==> src/hw/csr_pkg.sv <==
// Purpose: Shared constants and types for the clock select and reset control block
// Assumes: 8-bit registers in the low byte of a 32-bit classic Wishbone word
// Notes: Byte address of a register is four times its index
package csr_pkg;
  // Register indices; byte address = index * 4
  localparam logic [5:0] IDX_CMODE = 6'h03;
  localparam logic [5:0] IDX_AUX = 6'h08;
  localparam logic [5:0] IDX_STAT = 6'h10;

  localparam logic [7:0] CMODE_RST = 8'hf6;
  localparam logic [7:0] CMODE_DIV2 = 8'h34;
  localparam logic [7:0] CMODE_DIV4 = 8'h14;
  localparam logic [7:0] CMODE_DIV8 = 8'h3c;
  localparam logic [7:0] CMODE_DIV16 = 8'h1c;
  localparam logic [7:0] CMODE_DIV32 = 8'h7c;
  localparam logic [7:0] CMODE_SLOW = 8'he4;

  localparam int CM_SEL_HI = 7;
  localparam int CM_SEL_LO = 5;
  localparam int CM_FAST_EN = 4;
  localparam int CM_TYPE = 3;
  localparam int CM_SLOW_EN = 2;
  localparam int CM_WDT_EN = 1;
  localparam int CM_PIN_RST = 0;

  localparam logic [7:0] AUX_RST = 8'h00;
  localparam logic [7:0] AUX_MASK = 8'h17;
  localparam int AUX_WDT_HI = 1;
  localparam int AUX_WDT_LO = 0;
  localparam int AUX_LVR_OFF = 2;
  localparam int AUX_BIAS = 4;

  // Status register bits
  localparam int STB_POR = 0;
  localparam int STB_LVR = 1;
  localparam int STB_WDT = 2;
  localparam int STB_PIN = 3;
  localparam int STB_RAM_OK = 4;
  localparam int STB_UNSAFE = 5;
  localparam int STB_TRIMMED = 6;

  localparam logic [3:0] CAUSE_POR = 4'h1;
  localparam logic [3:0] RST_HOLD_CYC = 4'h4;
  localparam logic [7:0] RESTART_VEC = 8'h00;
  // Synchroniser idle levels: {low-voltage detect, external reset pin}
  localparam logic [1:0] SYNC_RST = 2'h1;

  typedef enum logic [2:0] {
    CAL_OFF = 3'h0, CAL_DIV2 = 3'h1, CAL_DIV4 = 3'h2, CAL_DIV8 = 3'h3,
    CAL_DIV16 = 3'h4, CAL_DIV32 = 3'h5, CAL_SLOW = 3'h6
  } csr_cal_t;

  typedef enum logic [1:0] {ST_LOAD = 2'h0, ST_TRIM = 2'h1, ST_RUN = 2'h3} csr_state_t;

  typedef enum logic [1:0] {SRC_FAST = 2'h0, SRC_SLOW = 2'h1, SRC_XTAL = 2'h2, SRC_NONE = 2'h3} csr_src_t;

  typedef struct packed {
    csr_src_t src;
    logic [2:0] div_log2;
  } csr_clk_t;

  // Maps select code and table type to source and divide exponent
  function automatic csr_clk_t csr_decode(input logic [2:0] sel, input logic typ);
    csr_clk_t c;
    c = '{SRC_NONE, 3'h0};
    if (!typ) begin
      case (sel)
        3'h0: c = '{SRC_FAST, 3'h2};
        3'h1: c = '{SRC_FAST, 3'h1};
        3'h3: c = '{SRC_XTAL, 3'h2};
        3'h4: c = '{SRC_XTAL, 3'h1};
        3'h5: c = '{SRC_XTAL, 3'h0};
        3'h6: c = '{SRC_SLOW, 3'h2};
        3'h7: c = '{SRC_SLOW, 3'h0};
        default: c = '{SRC_NONE, 3'h0};
      endcase
    end else begin
      case (sel)
        3'h0: c = '{SRC_FAST, 3'h4};
        3'h1: c = '{SRC_FAST, 3'h3};
        3'h2: c = '{SRC_SLOW, 3'h4};
        3'h3: c = '{SRC_FAST, 3'h5};
        3'h4: c = '{SRC_FAST, 3'h6};
        3'h5: c = '{SRC_XTAL, 3'h3};
        default: c = '{SRC_NONE, 3'h0};
      endcase
    end
    return c;
  endfunction
endpackage

==> src/hw/csr_rst_if.sv <==
// Purpose: Carries reset requests to the reset generator and its results back
// Assumes: Requests are level signals on clk_i
// Notes: cause holds {pin, watchdog, low-voltage, power-on}
`timescale 1ns/1ps
interface csr_rst_if;
  logic lvr_req;
  logic wdt_req;
  logic pin_req;
  logic sys_rst;
  logic [3:0] cause;
  modport gen (input lvr_req, wdt_req, pin_req, output sys_rst, cause);
  modport ctl (output lvr_req, wdt_req, pin_req, input sys_rst, cause);
endinterface

==> src/hw/csr_reset_gen.sv <==
// Purpose: Merges reset sources into one internal reset and records its cause
// Assumes: rst_i is the power-on reset
// Notes: Reset is held for a fixed count after the last request falls
`timescale 1ns/1ps
module csr_reset_gen
  import csr_pkg::*;
#(
  parameter logic [3:0] HOLD = RST_HOLD_CYC
) (
  input wire logic clk_i, // System clock
  input wire logic rst_i, // Power-on reset, sync, active high
  csr_rst_if.gen rif      // Requests in, reset and cause out
);
  logic [3:0] cnt;
  logic [3:0] next_cnt;
  logic next_rst;
  logic [3:0] next_cause;
  logic [3:0] req;

  always_comb begin
    req = {rif.pin_req, rif.wdt_req, rif.lvr_req, 1'b0};
    next_cnt = cnt;
    next_rst = rif.sys_rst;
    next_cause = rif.cause;
    if (|req) begin
      next_cnt = HOLD;
      next_rst = 1'b1;
      next_cause = rif.sys_rst ? (rif.cause | req) : req;
    end else if (cnt != 4'h0) begin
      next_cnt = cnt - 4'h1;
    end else begin
      next_rst = 1'b0;
    end
  end

  always_ff @(posedge clk_i) begin
    if (rst_i) begin
      cnt <= HOLD;
      rif.sys_rst <= 1'b1;
      rif.cause <= CAUSE_POR;
    end else begin
      cnt <= next_cnt;
      rif.sys_rst <= next_rst;
      rif.cause <= next_cause;
    end
  end
endmodule

==> src/hw/csr_clock_reset.sv <==
// What this block does
// - Calibrated boot for fast/4 or fast/2 loads 14h or 34h into clock mode.
// - Calibrated boot for fast/8 or fast/16 loads 3Ch or 1Ch into clock mode.
// - Calibrated boot for fast/32 loads 7Ch; slow oscillator option loads E4h.
// - With calibration off, boot leaves clock mode at its reset value.
// - Any calibrated boot: watchdog off, slow oscillator on, port pin as input.
// - Oscillator trimming runs once, only while the programmer writes memory.
// - A write switching source and killing the running oscillator switches source but keeps that oscillator enabled.
// - Power-on, low-voltage, watchdog and pin all reset; execution restarts at 00h.
// - Pin and watchdog resets keep data memory contents.
// - Power-on and low-voltage resets leave data memory undefined.
// - Low-voltage reset acts only after power-on has completed.
// - Auxiliary bit 2 set disables low-voltage reset; reset value enables it.
// - Low-voltage reset is inactive in light or deep sleep.
// - Auxiliary bits 1-0 pick watchdog timeout of 8k, 16k, 64k or 256k.
// - Auxiliary bit 4 enables the half-supply bias; write-only, resets to 0.
// - Clock mode layout: select, fast enable, type, slow enable, watchdog, pin.
// - Select codes per table type; slow oscillator off also stops the watchdog.
//
// Purpose: Clock source selection, boot state loading and reset control
// Assumes: Classic Wishbone slave, 32-bit data, registers in the low byte
// Notes: Straps and trim handshake are on clk_i; reset and detect pins are not
//
// The Wishbone slave port was left to the implementer.
`timescale 1ns/1ps
module csr_clock_reset
  import csr_pkg::*;
(
  input wire logic clk_i,                      // 250 MHz clock
  input wire logic rst_i,                      // Sync reset, active high, power-on
  input wire logic wb_cyc_i,                   // Bus cycle
  input wire logic wb_stb_i,                   // Bus strobe
  input wire logic wb_we_i,                    // Write enable
  input wire logic [7:0] wb_adr_i,             // Byte address
  input wire logic [3:0] wb_sel_i,             // Byte lane selects
  input wire logic [31:0] wb_dat_i,            // Write data
  output logic [31:0] wb_dat_o,                // Read data
  output logic wb_ack_o,                       // Acknowledge
  input wire csr_pkg::csr_cal_t cal_opt_i,     // Calibration option strap
  input wire logic writer_mode_i,              // Programmer is writing memory
  input wire logic trim_stored_i,              // Trim already stored in memory
  input wire logic trim_done_i,                // Trim routine finished
  input wire logic lvr_detect_i,               // Supply below threshold, async
  input wire logic ext_reset_n_pin_i,          // External reset pin, async, active low
  input wire logic wdt_overflow_i,             // Watchdog counter overflow
  input wire logic light_sleep_i,              // Light-sleep mode
  input wire logic deep_sleep_i,               // Deep-sleep mode
  output csr_pkg::csr_src_t clk_src_o,         // Selected clock source
  output logic [2:0] clk_div_log2_o,           // Divide exponent
  output logic fast_osc_en_o,                  // Fast oscillator enable
  output logic slow_osc_en_o,                  // Slow oscillator enable
  output logic wdt_en_o,                       // Watchdog enable
  output logic [1:0] wdt_period_sel_o,         // Watchdog timeout select
  output logic lvr_en_o,                       // Low-voltage reset active
  output logic bias_en_o,                      // Half-supply bias enable
  output logic port_a_bit5_reset_o,            // Shared pin acts as reset input
  output logic trim_run_o,                     // Run oscillator trimming
  output logic sys_rst_o,                      // Internal system reset
  output logic ram_valid_o,                    // Data memory kept over last reset
  output logic [7:0] restart_addr_o            // Execution restart address
);
  csr_rst_if rif ();

  csr_reset_gen #(.HOLD(RST_HOLD_CYC)) u_rst (
    .clk_i(clk_i),
    .rst_i(rst_i),
    .rif(rif)
  );

  // Three-stage synchronisers; a change counts once stages two and three agree
  logic [1:0] sync1;
  logic [1:0] sync2;
  logic [1:0] sync3;
  logic [1:0] filt;
  logic [1:0] pin_raw;
  assign pin_raw = {lvr_detect_i, ext_reset_n_pin_i};

  for (genvar g = 0; g < 2; g++) begin : g_sync
    always_ff @(posedge clk_i) begin
      if (rst_i) begin
        sync1[g] <= SYNC_RST[g];
        sync2[g] <= SYNC_RST[g];
        sync3[g] <= SYNC_RST[g];
        filt[g] <= SYNC_RST[g];
      end else begin
        sync1[g] <= pin_raw[g];
        sync2[g] <= sync1[g];
        sync3[g] <= sync2[g];
        if (sync2[g] == sync3[g]) begin
          filt[g] <= sync3[g];
        end
      end
    end
  end

  csr_state_t state;
  csr_state_t next_state;
  logic [7:0] cmode;
  logic [7:0] next_cmode;
  logic [7:0] aux;
  logic [7:0] next_aux;
  logic trimmed;
  logic next_trimmed;
  logic unsafe;
  logic next_unsafe;
  logic por_done;
  logic next_por_done;
  logic next_ack;
  logic [31:0] next_rdat;
  logic bus_req;
  logic wr;
  logic [5:0] idx;
  logic [7:0] wval;
  csr_clk_t cur;
  csr_clk_t nclk;
  csr_clk_t oclk;
  logic sleeping;

  assign sleeping = light_sleep_i | deep_sleep_i;
  assign rif.lvr_req = filt[1] & ~aux[AUX_LVR_OFF] & ~sleeping & por_done;
  assign rif.wdt_req = wdt_overflow_i & wdt_en_o;
  assign rif.pin_req = ~filt[0] & cmode[CM_PIN_RST];

  always_comb begin
    next_state = state;
    next_cmode = cmode;
    next_aux = aux;
    next_trimmed = trimmed;
    next_unsafe = unsafe;
    next_por_done = por_done;
    next_ack = 1'b0;
    next_rdat = 32'h0;
    bus_req = wb_cyc_i & wb_stb_i & ~wb_ack_o;
    // Writes land at the edge where the master sees ack, while it still holds the request
    wr = wb_cyc_i & wb_stb_i & wb_ack_o & wb_we_i & wb_sel_i[0];
    idx = wb_adr_i[7:2];
    wval = wb_dat_i[7:0];
    cur = csr_decode(cmode[CM_SEL_HI:CM_SEL_LO], cmode[CM_TYPE]);
    nclk = csr_decode(wval[CM_SEL_HI:CM_SEL_LO], wval[CM_TYPE]);
    case (state)
      ST_LOAD: begin
        case (cal_opt_i)
          CAL_DIV2: next_cmode = CMODE_DIV2;
          CAL_DIV4: next_cmode = CMODE_DIV4;
          CAL_DIV8: next_cmode = CMODE_DIV8;
          CAL_DIV16: next_cmode = CMODE_DIV16;
          CAL_DIV32: next_cmode = CMODE_DIV32;
          CAL_SLOW: next_cmode = CMODE_SLOW;
          default: next_cmode = cmode;
        endcase
        if (cal_opt_i != CAL_OFF && writer_mode_i && !trim_stored_i && !trimmed) begin
          next_state = ST_TRIM;
        end else begin
          next_state = ST_RUN;
        end
      end
      ST_TRIM: begin
        if (trim_done_i) begin
          next_trimmed = 1'b1;
          next_state = ST_RUN;
        end
      end
      default: begin
        next_por_done = 1'b1;
        if (wr && idx == IDX_CMODE) begin
          // Keep the running oscillator alive when a write would also move off it
          if (nclk.src != cur.src && cur.src == SRC_FAST && !wval[CM_FAST_EN]) begin
            wval[CM_FAST_EN] = 1'b1;
          end
          if (nclk.src != cur.src && cur.src == SRC_SLOW && !wval[CM_SLOW_EN]) begin
            wval[CM_SLOW_EN] = 1'b1;
          end
          next_cmode = wval;
        end
      end
    endcase
    if (wr && idx == IDX_AUX) begin
      next_aux = wb_dat_i[7:0] & AUX_MASK;
    end
    if (wr && idx == IDX_STAT && wb_dat_i[STB_UNSAFE]) begin
      next_unsafe = 1'b0;
    end
    // Set wins over a clear in the same cycle
    if (state == ST_RUN && wr && idx == IDX_CMODE && wval != wb_dat_i[7:0]) begin
      next_unsafe = 1'b1;
    end
    if (bus_req) begin
      next_ack = 1'b1;
      if (idx == IDX_CMODE) begin
        next_rdat = {24'h0, cmode};
      end else if (idx == IDX_STAT) begin
        next_rdat = {25'h0, trimmed, unsafe, ram_valid_o, rif.cause};
      end else begin
        next_rdat = 32'h0;
      end
    end
    if (rif.sys_rst) begin
      next_state = ST_LOAD;
      next_cmode = CMODE_RST;
      next_aux = AUX_RST;
      next_unsafe = 1'b0;
    end
    oclk = csr_decode(next_cmode[CM_SEL_HI:CM_SEL_LO], next_cmode[CM_TYPE]);
  end

  always_ff @(posedge clk_i) begin
    if (rst_i) begin
      state <= ST_LOAD;
      cmode <= CMODE_RST;
      aux <= AUX_RST;
      trimmed <= 1'b0;
      unsafe <= 1'b0;
      por_done <= 1'b0;
      wb_ack_o <= 1'b0;
      wb_dat_o <= 32'h0;
      clk_src_o <= SRC_SLOW;
      clk_div_log2_o <= 3'h0;
      fast_osc_en_o <= CMODE_RST[CM_FAST_EN];
      slow_osc_en_o <= CMODE_RST[CM_SLOW_EN];
      wdt_en_o <= 1'b0;
      wdt_period_sel_o <= AUX_RST[AUX_WDT_HI:AUX_WDT_LO];
      lvr_en_o <= 1'b0;
      bias_en_o <= 1'b0;
      port_a_bit5_reset_o <= 1'b0;
      trim_run_o <= 1'b0;
      sys_rst_o <= 1'b1;
      ram_valid_o <= 1'b0;
      restart_addr_o <= RESTART_VEC;
    end else begin
      state <= next_state;
      cmode <= next_cmode;
      aux <= next_aux;
      trimmed <= next_trimmed;
      unsafe <= next_unsafe;
      por_done <= next_por_done;
      wb_ack_o <= next_ack;
      wb_dat_o <= next_rdat;
      clk_src_o <= oclk.src;
      clk_div_log2_o <= oclk.div_log2;
      fast_osc_en_o <= next_cmode[CM_FAST_EN];
      slow_osc_en_o <= next_cmode[CM_SLOW_EN];
      wdt_en_o <= next_cmode[CM_WDT_EN] & next_cmode[CM_SLOW_EN];
      wdt_period_sel_o <= next_aux[AUX_WDT_HI:AUX_WDT_LO];
      lvr_en_o <= ~next_aux[AUX_LVR_OFF] & ~sleeping & next_por_done;
      bias_en_o <= next_aux[AUX_BIAS];
      port_a_bit5_reset_o <= next_cmode[CM_PIN_RST];
      trim_run_o <= (next_state == ST_TRIM);
      sys_rst_o <= rif.sys_rst;
      ram_valid_o <= ~(rif.cause[STB_POR] | rif.cause[STB_LVR]);
      restart_addr_o <= RESTART_VEC;
    end
  end
endmodule

==> config.mk <==
export PLATFORM = sky130hd
export DESIGN_NAME = csr_clock_reset
export DESIGN_NICKNAME = d
export VERILOG_FILES = /design/src/hw/csr_pkg.sv /design/src/hw/csr_rst_if.sv /design/src/hw/csr_reset_gen.sv /design/src/hw/csr_clock_reset.sv
export SDC_FILE = /design/constraint.sdc
export NUM_CORES = 1
export LEC_CHECK = 0
export BUFFER_PORTS_ARGS = -buffer_cell sky130_fd_sc_hd__buf_2
export CAP_MARGIN = 20
export CORE_ASPECT_RATIO = 1.5
export CORE_MARGIN = 10
export CORE_UTILIZATION = 25
export CTS_CLUSTER_SIZE = 40
export DETAILED_ROUTE_END_ITERATION = 10
export GPL_TIMING_DRIVEN = 0
export MAX_ROUTING_LAYER = met4
export SYNTH_ARGS = -nofsm -noshare
export SYNTH_HDL_FRONTEND = slang
export SYNTH_SLANG_ARGS = --single-unit
==> constraint.sdc <==
create_clock -name clk_i -period 4.3 [get_ports clk_i]
set_clock_uncertainty 0.2 [all_clocks]
set_input_delay 0.43 -clock clk_i [delete_from_list [all_inputs] [get_ports clk_i]]
set_output_delay 0.43 -clock clk_i [all_outputs]
set_load 0.01 [all_outputs]
[Word level (Yosys, flattened, before mapping)]
Index checks and enable logic that the tools add are counted.
Storage, ports and cells
  bits in registers: 83
  bits in latches: 0
  RAM bits: 0
  ROM bits: 0
  bits of input ports: 60
  output and inout port bits: 57
  word-level logic and storage cells: 159
  memories: 0
Operators by class
  add/subtract/negate cells: 1
  $mul: 0
  div/mod/pow operators: 0
  magnitude comparators: 0
  equal/unequal tests: 38
  shift-type cells: 0
  muxes and demuxes: 32
  bitwise gates (word level): 23
  reduce and logical (&&, ||, !) cells: 33
Operators by type and width (count)
  case mux 5 bit (7 select lines): 3
  case mux 5 bit (6 select lines): 3
  case mux 8 bit (6 select lines): 1
  equality test 3 bit, second input constant: 15
  2-to-1 mux 5 bit: 5
  equality test 3 x 2 -> 1 bit, second input constant: 8
  2-to-1 mux 8 bit: 3
  case mux 8 bit (2 select lines): 1
  logical AND 1 bit: 14
  bitwise AND 1 bit: 13
  equality test 3 x 1 -> 1 bit, second input constant: 4
  2-to-1 mux 1 bit: 10
  zero test 3 bit: 3
  2-to-1 mux 7 bit: 1
  NOT 1 bit: 7
  equality test 2 x 1 -> 1 bit, second input constant: 3
  equality test 6 x 2 -> 1 bit, second input constant: 1
  equality test 6 x 4 -> 1 bit, second input constant: 1
  equality test 6 x 5 -> 1 bit, second input constant: 1
  2-to-1 mux 2 bit: 3
  OR reduction 2 bit: 3
  OR reduction 3 bit: 2
  zero test 1 bit: 4
  zero test 2 bit: 2
  13 further kinds: 16

[Depth between registers and ports, before layout]
  depth after elaboration: 13
  mapped depth: 8
  depth with buffers taken out: 8

[Hierarchy]
A second synthesis with hierarchy kept.
Unflattened totals
  cells, all modules: 315
  area, all modules: 2711.4 µm²
By module, submodules not included
  csr_clock_reset: times used 1, cells each 274, area each 2332.2 µm², seq. area each 880.8 µm²
  csr_reset_gen: times used 1, cells each 41, area each 379.1 µm², seq. area each 180.2 µm²

[Worst setup path after synthesis]
Ideal clock, no wire load.
  path kind: in2reg
  start point: input wb_adr_i[5]
  end point: register clk_div_log2_o[0]
  library setup time: 132 ps
  arrival: 2142 ps
  required time: 3968 ps
  setup slack: 1827 ps
  cell stages on the path: 8
  path buffers: 1
  path through: or4_4 > nor4_4 > and2_1 > buf_4 > a221o_1 > a21oi_1 > o21bai_1 > a21oi_1
On the way
  word-level cells in the longest chain between the ends: 8
  elaborated cells on any way between the ends: 16
  those cells by class: eq/ne (8); mux (6); reduce/logical (2)
Ends and longest elaborated chain
  start, declared: RTL line csr_clock_reset.sv:34  | input wire logic [7:0] wb_adr_i,
  equality test 6 x 2 -> 1 bit (*): RTL line csr_clock_reset.sv:165  | if (wr && idx == IDX_CMODE) begin
  logical AND 1 bit (*): RTL line csr_clock_reset.sv:165
  2-to-1 mux 8 bit (*): RTL line csr_clock_reset.sv:165
  case mux 8 bit (2 select lines) (*): RTL line csr_clock_reset.sv:140  | case (state)
  2-to-1 mux 8 bit (*): RTL line csr_clock_reset.sv:197  | if (rif.sys_rst) begin
  equality test 3 bit, or another cell as far along: RTL line csr_pkg.sv:67  | case (sel)
  case mux 5 bit (7 select lines) / case mux 5 bit (6 select lines) (equally long branches): RTL line csr_pkg.sv:67, csr_pkg.sv:78
  2-to-1 mux 5 bit (*): RTL line csr_pkg.sv:66  | if (!typ) begin
  end signal, assigned: RTL line csr_clock_reset.sv:239  | clk_div_log2_o <= oclk.div_log2;
  end, declared: RTL line csr_clock_reset.sv:49  | output logic [2:0] clk_div_log2_o,
Mark *: on every way between the ends. The rest lies on a longest branch, timed or not.
A chain may end at the register's enable or synchronous reset.

[Worst setup path in the final report]
  start point: register state[1]
  end point: register clk_src_o[1]
On the way
  word-level cells in the longest chain between the ends: 6
  elaborated cells on any way between the ends: 15
  those cells by class: eq/ne (8); mux (5); reduce/logical (2)
Ends and longest elaborated chain
  start, declared: RTL line csr_clock_reset.sv:96  | csr_state_t state;
  start signal, assigned: RTL line csr_clock_reset.sv:230  | state <= next_state;
  equality test 2 x 1 -> 1 bit / zero test 2 bit (equally long branches): RTL line csr_clock_reset.sv:140
  case mux 8 bit (2 select lines) (*): RTL line csr_clock_reset.sv:140
  2-to-1 mux 8 bit (*): RTL line csr_clock_reset.sv:197
  equality test 3 bit, or another cell as far along: RTL line csr_pkg.sv:67
  case mux 5 bit (7 select lines) / case mux 5 bit (6 select lines) (equally long branches): RTL line csr_pkg.sv:67, csr_pkg.sv:78
  2-to-1 mux 5 bit (*): RTL line csr_pkg.sv:66
  end signal, assigned: RTL line csr_clock_reset.sv:238  | clk_src_o <= oclk.src;
  end, declared: RTL line csr_clock_reset.sv:48  | output csr_pkg::csr_src_t clk_src_o,
Marked as above.

==> run_results.csv <==
group,metric,value,unit
clock_network,numCtsBuffers,5,
clock_network,cts_max_path_buffers,2,
yosys,muxShareOfSynthArea,2.431,%
drt,antenna_left,0,
clock_network,h-tree-depth,2,
yosys,synth_edf_count,0,
power_and_ir_drop,clkPwrFrac,35.4,%
yosys,netlist_instances,287,
sta,max_freq,0.3774,GHz
drt,finalWirelength,6959,um
power_and_ir_drop,p_sw,0.3140,mW
yosys,synth_seq_cells,53,
power_and_ir_drop,p_leak,1.444,nW
sta,min_period,2.650,ns
yosys,synth_top_family_by_area,"simple AND/OR/NAND/NOR gates",
placement,portBuffers,51,
sta,hold_viol_final,0,
global_routing,antenna_found_initial,0,
yosys,yosysMostFrequentCell,"dfxtp_1",
drt,vias,2194,
global_routing,grt_pass1_wl,10560,um
floorplan,start_util,25.74,%
yosys,synth_warnings,0,
critical_path,required,4.28,ns
power_and_ir_drop,power.share.sequential,46.9,%
global_routing,first_global_vias,2148,
placement,dp_slack,1.369,ns
drt,viasPerCell,4.459,
yosys,ys_types,52,
yosys,synth_area_leader_cell,"dfxtp_1",
critical_path,critPathLaunchType,"flip-flop",
sta,fin_hold_ws,0.1182,ns
yosys,async_flop_share,0,%
drt,wl_per_cell,14.14,um
finish,fillers,1098,
power_and_ir_drop,p_int,0.8163,mW
yosys,synth-main-ff-cell,"dfxtp_1",
sta,setup_viol,0,
floorplan,rows,44,
outcome,status,"finished, final reports clean",
sta,fin_crit_sh,61.62,%
critical_path,cp_cell_sequence,"clkbuf_1 -> or2_2 -> a311oi_1 -> a21oi_2 -> a221oi_1 -> nand2_1 -> o21ai_0 -> nor3_1",
run,max-cap-violations,0,
floorplan,die_w,102.0,um
clock_network,cts_root_buf,"clkbuf_16",
yosys,synthAdderAreaFrac,2.480,%
finish,antennaDiodeCount,0,
clock_network,worst_skew_pair.late_latency,0.29,ns
global_routing,gr-total-overflow,0,
finish,area_delta_synth_final,26.24,%
yosys,syn_area,0.002522,mm2
clock_network,holdBufCountCts,0,
finish,drive_gt1_share,28.38,%
power_and_ir_drop,ir_drop,0.1731,mV
yosys,synth_top_cells_by_area,"dfxtp_1 42%, buf_4 10%, nor2_1 5.2%, a21oi_1 3.2%, a22oi_1 3.0%",
clock_network,postCtsSetupRepairBufs,0,
global_routing,grtUsageTotal,9.441,%
clock_network,clk_pin_slew,0.07,ns
critical_path,slowest_stage,"a221oi_1",
power_and_ir_drop,power.combinational.fraction,17.7,%
yosys,yosysTopAreaCellShare,42.06,%
drt,drc,0,
yosys,synth-simple-area-share,21.13,%
critical_path,worst-path-max-fanout,10,
placement,hpwl,5657,um
clock_network,clock-sinks,53,
yosys,synth_xor_area_share,1.389,%
critical_path,end_kind,"flip-flop",
critical_path,critical_path_class,"flip-flop to flip-flop",
sta,worst_pin_slew,0.8402,ns
power_and_ir_drop,power_density,355.0,mW/mm2
placement,place.gp.congestion,0.8069,
yosys,avgSynthCellArea,8.789,um2
yosys,synth_compound_area_share,16.96,%
sta,drv_slew,0,
yosys,yosysSeqAreaShare,42.06,%
drt,drtIter0Drc,82,
clock_network,ctsResizeCount,0,
yosys,synthTopCellsByCount,"53 x dfxtp_1, 35 x buf_4, 35 x nor2_1, 18 x nand2_1, 16 x a21oi_1",
sta,setup_tns,0,ns
critical_path,arrival,2.63,ns
floorplan,die-area,0.01459,mm2
power_and_ir_drop,swShare,27.78,%
sta,maxSlewHeadroom,43.10,%
hold_path,hp-class,"primary input to flip-flop",
critical_path,slowest_delay,0.54,ns
clock_network,tritoncts,"yes",
floorplan,pin_count,117,
drt,firstDrtPassIters,4,
sta,rsz0062_at_grt,"no",
floorplan,die_h,143.0,um
global_routing,grt_max_degree,18,
sta,layout_setup_ws,1.650,ns
floorplan,core_area,0.009799,mm2
finish,nNetsFinal,441,
sequential cells by signal, indices dropped and copies added, names as in the netlist, 2 cells and up:
name,cells
clk_src_o,2
wb_dat_o,8
sync3,2
u_rst.cnt,4
filt,2
clk_div_log2_o,3
state,2
aux,2
sync1,2
cmode,8
sync2,2
u_rst.rif.cause,4
critical path, delay by kind of cell, from the launching register on:
kind	cells	cell delay [ns]
compound gates	4	1.25
simple gates	3	0.56
flops	1	0.30
buf+inv	1	0.23
cells in the final DEF (no fill, tap or decap), drive strengths merged, types with 3 or more instances in the layout:
| cell type | instances |
|---|---|
| o21bai | 3 |
| nand2b | 4 |
| conb | 32 |
| or3 | 4 |
| nor3 | 8 |
| xnor2 | 3 |
| nor2 | 35 |
| a221oi | 3 |
| clkbuf | 14 |
| nor2b | 6 |
| ha | 5 |
| dfxtp | 53 |
| a22oi | 10 |
| or2 | 5 |
| nand3 | 4 |
| mux2i | 5 |
| nand2 | 18 |
| o21ai | 5 |
| and3 | 3 |
| nand4 | 3 |
| buf | 86 |
| a31oi | 5 |
| inv | 12 |
| a21oi | 17 |
path summary, 6_finish.rpt:
path	end	startpoint	slack [ns]	cells past startpoint
setup reg to reg	clk_src_o[1]	state[1]	1.65	8
hold / removal	sync1[0]	ext_reset_n_pin_i	0.12	2
setup / recovery	clk_src_o[1]	state[1]	1.65	8
hold reg to reg	sync2[0]	sync1[0]	0.21	1
per-layer routing:
metal	up-vias	part of all wire [%]	track usage, %
li1	1115	-	-
met1	1001	40	9.571
met2	70	53	17.09
met3	8	5.7	2.271
met4	0	1.5	3.353
met5	-	0	-
power by group through the flow:
stage / Sequential (mW) / Combinational (mW) / Clock, mW
after floorplan: 0.538 / 0.149 / 0
final: 0.530 / 0.200 / 0.401
after detailed placement: 0.542 / 0.198 / 0
after global placement: 0.540 / 0.190 / 0
after global routing: 0.533 / 0.223 / 0.428
after CTS: 0.530 / 0.199 / 0.412
cell type report:
| cell class | count | area [um2] | area share (%) |
|---|---|---|---|
| Inverter | 11 | 41.29 | 1.297 |
| Multi-Input combinational cell | 210 | 1240 | 38.94 |
| Buffer | 44 | 296.5 | 9.312 |
| Sequential cell | 53 | 1061 | 33.32 |
| Clock buffer | 5 | 125.1 | 3.929 |
| Timing Repair Buffer | 51 | 255.2 | 8.016 |
| Tap cell | 115 | 143.9 | 4.519 |
| Clock inverter | 3 | 21.27 | 0.6680 |
stage by stage:
stage	cells	instance area, um2	total power [mW]	util (%)
5_1_grt	492	3184	1.185	32.49
2_1_floorplan	318	2639	0.6872	-
4_1_cts	492	3184	1.141	32.49
3_5_place_dp	484	3038	0.7395	31.00
6_report	492	3184	1.130	32.49
3_3_place_gp	484	3038	0.7302	31.00
kinds of logic (layout without fill, tap and decap cells):
family / count (synthesis) / after routing
XOR/XNOR: 4 / 4
multiplexers: 6 / 6
flip-flops: 53 / 53
other: 1 / 32
AO/OA/AOI/OAI: 60 / 60
AND/OR/NAND/NOR: 103 / 103
adder cells (fa/ha/maj): 5 / 5
buffers and inverters: 55 / 114
Note: power is estimated with default switching activity, not from simulation.
